### src/pbe_pkg.sv
// Package for the power-management extension and event status registers.
// Assumes byte offsets on a dword-aligned configuration port.
package pbe_pkg;
  localparam logic [7:0] ADDR_PM_DWORD = 8'hA4;
  localparam logic [7:0] ADDR_EVT_DWORD = 8'hA8;
  localparam logic [7:0] OFS_PM_BRIDGE_SUPPORT_EXT = 8'hA6;
  localparam logic [7:0] OFS_PM_DATA_BYTE = 8'hA7;
  localparam logic [7:0] OFS_GENERAL_EVENT_STATUS = 8'hA8;
  localparam logic [7:0] PM_BRIDGE_SUPPORT_EXT_VAL = 8'hC0;
  localparam logic [7:0] PM_DATA_BYTE_VAL = 8'h00;
  localparam int BIT_POLICY_ON = 7;
  localparam int BIT_CLOCK_STOP = 6;
  localparam int BIT_SOCKET0_VIDEO = 15;
  localparam int BIT_SOCKET1_VIDEO = 14;
  localparam int BIT_SUPPLY_CHANGE = 11;
  localparam int BIT_TWELVE_VOLT = 8;
  localparam int NUM_INPUTS = 5;
  localparam logic [15:0] STATUS_IMPL_MASK = 16'hC91F;
  localparam logic [15:0] STATUS_RESET = 16'h0000;
  localparam logic [1:0] PSTATE_D3HOT = 2'h3;
  localparam logic [31:0] RDATA_ZERO = 32'h00000000;
endpackage

### src/pbe_evt_if.sv
// Carrier for synchronised input levels and their change pulses.
// Assumes one clock domain shared by source and user.
`timescale 1ns/10ps
interface pbe_evt_if;
  logic [pbe_pkg::NUM_INPUTS-1:0] level;
  logic [pbe_pkg::NUM_INPUTS-1:0] change;
  modport src (output level, output change);
  modport dst (input level, input change);
endinterface

### src/pbe_top.sv
// Power-management bridge extension, data byte and general event status.
// Assumes a single-cycle configuration request port on the host clock.
`timescale 1ns/10ps
module pbe_top (
  input wire logic clk_i,
  input wire logic rstn_i,
  input wire logic cfg_req_i,
  input wire logic cfg_we_i,
  input wire logic cfg_func_i,
  input wire logic [7:0] cfg_addr_i,
  input wire logic [3:0] cfg_be_i,
  input wire logic [31:0] cfg_wdata_i,
  output logic cfg_ack_o,
  output logic [31:0] cfg_rdata_o,
  input wire logic [1:0] power_state_field_i,
  input wire logic video_port_enable_bit_f0_i,
  input wire logic video_port_enable_bit_f1_i,
  input wire logic [3:0] socket0_supply_i,
  input wire logic [3:0] socket1_supply_i,
  input wire logic socket0_vpp12_i,
  input wire logic socket1_vpp12_i,
  input wire logic [pbe_pkg::NUM_INPUTS-1:0] multi_terminal_i,
  input wire logic [15:0] event_enable_i,
  input wire logic event_route_on_i,
  output logic general_event_out_n_o,
  output logic general_event_oe_o,
  output logic secondary_clock_stop_o,
  output logic secondary_power_off_o
);
  pbe_evt_if gpi_evt ();

  pbe_input_sync #(
    .WIDTH(pbe_pkg::NUM_INPUTS)
  ) u_sync (
    .clk_i(clk_i),
    .rstn_i(rstn_i),
    .raw_i(multi_terminal_i),
    .evt(gpi_evt)
  );

  logic [7:0] ext_byte;
  logic [15:0] status;
  logic primed;
  logic vid0_prev;
  logic vid1_prev;
  logic [3:0] sup0_prev;
  logic [3:0] sup1_prev;
  logic vpp0_prev;
  logic vpp1_prev;
  logic ack;
  logic [31:0] rdata;
  logic evt_n;
  logic evt_oe;
  logic clk_stop;
  logic pwr_off;

  logic [15:0] next_status;
  logic [15:0] set_vec;
  logic [15:0] clr_vec;
  logic next_ack;
  logic [31:0] next_rdata;
  logic next_evt_n;
  logic next_evt_oe;
  logic next_clk_stop;
  logic next_pwr_off;
  logic evt_sel;
  logic pm_sel;
  logic any_pending;
  logic d3hot;

  // Extension byte is a constant; no write path exists
  assign ext_byte = pbe_pkg::PM_BRIDGE_SUPPORT_EXT_VAL;

  // Event detection and status
  always_comb begin
    set_vec = '0;
    set_vec[pbe_pkg::BIT_SOCKET0_VIDEO] = primed & (video_port_enable_bit_f0_i ^ vid0_prev);
    set_vec[pbe_pkg::BIT_SOCKET1_VIDEO] = primed & (video_port_enable_bit_f1_i ^ vid1_prev);
    set_vec[pbe_pkg::BIT_SUPPLY_CHANGE] = primed & ((socket0_supply_i != sup0_prev) |
      (socket1_supply_i != sup1_prev));
    set_vec[pbe_pkg::BIT_TWELVE_VOLT] = primed & ((socket0_vpp12_i ^ vpp0_prev) |
      (socket1_vpp12_i ^ vpp1_prev));
    set_vec[pbe_pkg::NUM_INPUTS-1:0] = gpi_evt.change;
    evt_sel = cfg_req_i & (cfg_addr_i == pbe_pkg::ADDR_EVT_DWORD) & ~cfg_func_i;
    clr_vec = '0;
    if (evt_sel && cfg_we_i) begin
      clr_vec[7:0] = cfg_be_i[0] ? cfg_wdata_i[7:0] : 8'h00;
      clr_vec[15:8] = cfg_be_i[1] ? cfg_wdata_i[15:8] : 8'h00;
    end
    // Enables play no part in setting; set wins over clear
    next_status = ((status & ~clr_vec) | set_vec) & pbe_pkg::STATUS_IMPL_MASK;
  end

  always_ff @(posedge clk_i or negedge rstn_i) begin
    if (!rstn_i) begin
      status <= pbe_pkg::STATUS_RESET;
      primed <= 1'b0;
      vid0_prev <= 1'b0;
      vid1_prev <= 1'b0;
      sup0_prev <= 4'h0;
      sup1_prev <= 4'h0;
      vpp0_prev <= 1'b0;
      vpp1_prev <= 1'b0;
    end else begin
      status <= next_status;
      primed <= 1'b1;
      vid0_prev <= video_port_enable_bit_f0_i;
      vid1_prev <= video_port_enable_bit_f1_i;
      sup0_prev <= socket0_supply_i;
      sup1_prev <= socket1_supply_i;
      vpp0_prev <= socket0_vpp12_i;
      vpp1_prev <= socket1_vpp12_i;
    end
  end

  // Configuration read path
  always_comb begin
    pm_sel = cfg_addr_i == pbe_pkg::ADDR_PM_DWORD;
    next_ack = cfg_req_i;
    next_rdata = pbe_pkg::RDATA_ZERO;
    if (cfg_req_i && !cfg_we_i) begin
      if (pm_sel) begin
        next_rdata[23:16] = ext_byte;
        next_rdata[31:24] = pbe_pkg::PM_DATA_BYTE_VAL;
      end else if (cfg_addr_i == pbe_pkg::ADDR_EVT_DWORD && !cfg_func_i) begin
        next_rdata[15:0] = status;
      end
    end
  end

  always_ff @(posedge clk_i or negedge rstn_i) begin
    if (!rstn_i) begin
      ack <= 1'b0;
      rdata <= pbe_pkg::RDATA_ZERO;
    end else begin
      ack <= next_ack;
      rdata <= next_rdata;
    end
  end

  // Event output and secondary bus policy
  always_comb begin
    any_pending = |(status & event_enable_i & pbe_pkg::STATUS_IMPL_MASK);
    next_evt_oe = event_route_on_i;
    next_evt_n = ~(any_pending & event_route_on_i);
    d3hot = power_state_field_i == pbe_pkg::PSTATE_D3HOT;
    next_clk_stop = ext_byte[pbe_pkg::BIT_POLICY_ON] & d3hot & ext_byte[pbe_pkg::BIT_CLOCK_STOP];
    next_pwr_off = ext_byte[pbe_pkg::BIT_POLICY_ON] & d3hot & ~ext_byte[pbe_pkg::BIT_CLOCK_STOP];
  end

  always_ff @(posedge clk_i or negedge rstn_i) begin
    if (!rstn_i) begin
      evt_n <= 1'b1;
      evt_oe <= 1'b0;
      clk_stop <= 1'b0;
      pwr_off <= 1'b0;
    end else begin
      evt_n <= next_evt_n;
      evt_oe <= next_evt_oe;
      clk_stop <= next_clk_stop;
      pwr_off <= next_pwr_off;
    end
  end

  assign cfg_ack_o = ack;
  assign cfg_rdata_o = rdata;
  assign general_event_out_n_o = evt_n;
  assign general_event_oe_o = evt_oe;
  assign secondary_clock_stop_o = clk_stop;
  assign secondary_power_off_o = pwr_off;
endmodule

### src/pbe_input_sync.sv
// Two-stage synchroniser and change detector for general-purpose inputs.
// Assumes raw terminal levels may be asynchronous to clk_i.
`timescale 1ns/10ps
module pbe_input_sync #(
  parameter int WIDTH = pbe_pkg::NUM_INPUTS
) (
  input wire logic clk_i,
  input wire logic rstn_i,
  input wire logic [WIDTH-1:0] raw_i,
  pbe_evt_if.src evt
);
  logic [WIDTH-1:0] meta;
  logic [WIDTH-1:0] stable;
  logic [WIDTH-1:0] prev;
  logic [2:0] warm;
  logic [WIDTH-1:0] chg;
  logic [WIDTH-1:0] next_prev;
  logic [2:0] next_warm;
  logic [WIDTH-1:0] next_chg;

  always_comb begin
    next_prev = stable;
    next_warm = {warm[1:0], 1'b1};
    // Stable and prev hold real samples only after three edges
    next_chg = warm[2] ? (stable ^ prev) : '0;
  end

  always_ff @(posedge clk_i or negedge rstn_i) begin
    if (!rstn_i) begin
      meta <= '0;
      stable <= '0;
      prev <= '0;
      warm <= 3'h0;
      chg <= '0;
    end else begin
      meta <= raw_i;
      stable <= meta;
      prev <= next_prev;
      warm <= next_warm;
      chg <= next_chg;
    end
  end

  assign evt.level = stable;
  assign evt.change = chg;
endmodule

### config.mk
export PLATFORM = sky130hd
export DESIGN_NAME = pbe_top
export DESIGN_NICKNAME = d
export VERILOG_FILES = /design/src/pbe_pkg.sv /design/src/pbe_evt_if.sv /design/src/pbe_top.sv /design/src/pbe_input_sync.sv
export SDC_FILE = /design/constraint.sdc
export NUM_CORES = 1
export LEC_CHECK = 0
export BUFFER_PORTS_ARGS = -buffer_cell sky130_fd_sc_hd__buf_2
export CORE_AREA = 2 2 72 74
export CTS_CLUSTER_DIAMETER = 120
export DETAILED_ROUTE_END_ITERATION = 10
export DIE_AREA = 0 0 74 76
export PLACE_DENSITY_LB_ADDON = 0.12
export SYNTH_ARGS = -nofsm -noshare
export SYNTH_HDL_FRONTEND = slang
export SYNTH_SLANG_ARGS = --single-unit
### constraint.sdc
create_clock -name clk_i -period 2.5 [get_ports clk_i]
set_clock_uncertainty 0.05 [all_clocks]
set_input_delay 0.25 -clock clk_i [delete_from_list [all_inputs] [get_ports clk_i]]
set_output_delay 0.25 -clock clk_i [all_outputs]
set_load 0.01 [all_outputs]
==> flow_summary.json <==
{
  "status": "finished clean",
  "wl_um": 3810,
  "cts_max_level": 3,
  "post_cts_resized": 0,
  "portBuffers": 67,
  "dpl_cell_area_sq_um": 2530,
  "drv_cap": 0,
  "synth_compound_area_share_pct": 5.10,
  "syn-cell-area_sq_um": 2180,
  "cts_buffers": 9,
  "synth_top_family_by_area": "simple AND/OR/NAND/NOR gates",
  "io-pin-count": 122,
  "worst-path-max-fanout": 2,
  "cts_hold_buf": 19,
  "critical_path_arrival_ns": 1.65,
  "setup_slack_ns": 1.02,
  "setup_tns_ns": 0,
  "postSynthRegisterBits": 58,
  "setup-violations-final": 0,
  "max_freq_mhz": 675,
  "grt_setup_unrepaired": "false",
  "coreArea_sq_um": 4910,
  "total_power_mw": 1.85,
  "final_area_sq_um": 2890,
  "clock_sinks": 58,
  "grtUsageTotal_pct": 14.7,
  "die_w_um": 74,
  "place_hpwl_um": 2800,
  "vias": 1357,
  "met2WireLength_um": 2000,
  "viasPerCell": 4.16,
  "p_int_mw": 1.43,
  "wl_met3_um": 304,
  "route.detailed.drc": 0,
  "syn_to_final_growth_pct": 32.3,
  "num_antenna_cells": 0,
  "cp.required_ns": 2.67,
  "grt_start_max_net_pins": 29,
  "synthTopCellsByArea": "dfrtp_1, buf_4, xor2_1",
  "drive_gt1_share_pct": 35.9,
  "yosys.area_share.simple_pct": 13.3,
  "drtAntennaViolNets": 0,
  "die-height_um": 76,
  "combPwrFrac_pct": 8.2,
  "yosysTopAreaCell": "dfrtp_1",
  "vdd_drop_max_mv": 0.443,
  "ys_types": 22,
  "tightest_slew_ns": 0.515,
  "path_cells": "dlygate4sd3_1 -> buf_2 -> xor2_1 -> nor4_1 -> nand2_1 -> a22o_1",
  "yosysWarnings": 0,
  "finalCriticalPeriod_ns": 1.48,
  "crit_type": "input pin to flip-flop",
  "met1_length_um": 1440,
  "crit_path_start_kind": "input pin",
  "ys_seq_area_share_pct": 66.5,
  "initial_core_util_pct": 44.4,
  "yosys-mux-area-fraction_pct": 0,
  "power_frac_seq_pct": 53.4,
  "pre_cts_slack_ns": 0.821,
  "grt_pass1_vias": 1404,
  "fill_cells": 413,
  "die_area_sq_um": 5620,
  "ys_top_cells_by_count": "dfrtp_1, buf_4, and2_1, xor2_1, nand2_1",
  "synth_fa_ha_area_share_pct": 0,
  "cts_max_path_buffers": 2,
  "synth_top_cell_area_share_pct": 65.3,
  "antenna_found_initial": 0,
  "grt_first_pass_wirelength_um": 6040,
  "hold_violations": 0,
  "drt_iter0_drc": 16,
  "end_kind": "flip-flop",
  "wl_per_cell_um": 11.7,
  "yosys.cell_count.top_type": "dfrtp_1",
  "cts_root_buf": "clkbuf_8",
  "place_congestion": 0.769,
  "async_flop_share_pct": 100,
  "p_per_area_nw_per_um2": 641,
  "insertion_delay_ns": 0.33,
  "clkTransAtPathRegs_ns": 0.06,
  "cellLeakagePower_nw": 1.42,
  "critPathSlowestCell": "dlygate4sd3_1",
  "power.share.clock_pct": 38.5,
  "timing.final.crit_share_pct": 59.3,
  "max_stage_delay_ns": 0.53,
  "hold_class": "input pin to flip-flop",
  "max_slew_margin_pct": 65.7,
  "cts_tree": "yes",
  "top_layer_used": "met4",
  "synth_area_per_cell_sq_um": 14.2,
  "rows": 26,
  "nNetsFinal": 336,
  "post_cts_buffers": 0,
  "synth_edf_count": 0,
  "cp_top_family": "buffers and inverters",
  "grt_overflow": 0,
  "p_sw_share_pct": 23.0,
  "synth_xor_area_share_pct": 6.82,
  "first_pass_iters": 4,
  "synthFlopType": "dfrtp_1",
  "slew_viol_final": 0,
  "synth_cells": 154,
  "power_switching_mw": 0.426,
  "cp_num_buf_inv": 2
}
power by group through the flow:
| stage | Sequential, mW | Combinational, mW | Clock, mW |
|---|---|---|---|
| after floorplan | 1.00 | 0.0772 | 0 |
| after global placement | 1.00 | 0.123 | 0 |
| after detailed placement | 1.01 | 0.130 | 0 |
| after CTS | 0.989 | 0.152 | 0.742 |
| after global routing | 0.991 | 0.170 | 0.790 |
| final | 0.989 | 0.151 | 0.712 |
path summary, 6_finish.rpt:
kind / slack [ns] / from / end / cells after the start
setup / recovery: 1.02 / socket1_supply_i[3] / status[11]$_DFF_PN0_ / 6
hold / removal: 0.03 / cfg_req_i / cfg_ack_o$_DFF_PN0_ / 1
setup reg to reg: 1.22 / sup1_prev[3]$_DFF_PN0_ / status[11]$_DFF_PN0_ / 4
hold reg to reg: 0.29 / u_sync.meta[0]$_DFF_PN0_ / u_sync.evt.level[0]$_DFF_PN0_ / 0
max in group asynchronous: 1.29 / rstn_i / u_sync.meta[4]$_DFF_PN0_ / 3
min in group asynchronous: 0.37 / rstn_i / cfg_rdata_o[0]$_DFF_PN0_ / 2
kinds of logic after synthesis:
family	count (synthesis)
other cells	2
compound gates	14
flops	58
xor+xnor	17
simple gates	40
buf+inv	23
stage by stage:
step | instances | hold WS (ns) | util, %
finish | 326 | 0.0288 | 58.8
detailed placement | 291 | 0.200 | 51.5
global placement | 291 | 0.186 | 51.5
global route | 326 | 0.00591 | 58.8
floorplan | 175 | -0.0956 | -
CTS | 326 | 0.0113 | 58.8
sequential cells by signal, indices dropped and copies added, names as in the netlist, 3 cells and up:
signal / flops
cfg_rdata_o: 10
status: 9
u_sync.evt.change: 5
u_sync.evt.level: 5
u_sync.meta: 5
u_sync.prev: 5
sup0_prev: 4
sup1_prev: 4
u_sync.warm: 3
cell type report:
cell class | count | area (sq um) | area share, %
Timing Repair Buffer | 88 | 541 | 18.7
Clock inverter | 6 | 32.5 | 1.13
Tap cell | 70 | 87.6 | 3.03
Multi-Input combinational cell | 94 | 637 | 22.1
Sequential cell | 58 | 1450 | 50.3
Clock buffer | 10 | 138 | 4.77
cell usage in the layout, fill, tap and decap left out, drive strengths merged:
master	count
clkbuf	10
xnor2	2
and2	15
nand2	13
conb	23
nor4	4
dfrtp	57
clkinvlp	1
nor2b	1
or3b	2
nor3	1
o21ai	1
dlygate4sd3	19
a22oi	2
clkinv	5
nor4b	1
xor2	15
nand4bb	1
or3	1
a22o	5
dfstp	1
a21o	5
a222oi	1
buf	69
nand3	1
worst reg2reg max path, cell delays in order (launching register included):
cell     delay (ns)
dfrtp_1        0.37
xor2_1         0.16
nor4_1         0.32
nand2_1        0.10
a22o_1         0.18
metal layers:
layer	vias up	GRT usage [%]
li1	659	-
met1	630	15.0
met2	60	24.6
met3	8	8.33
met4	0	5.45
met5	-	0
Note: power is estimated with default switching activity, not from simulation.
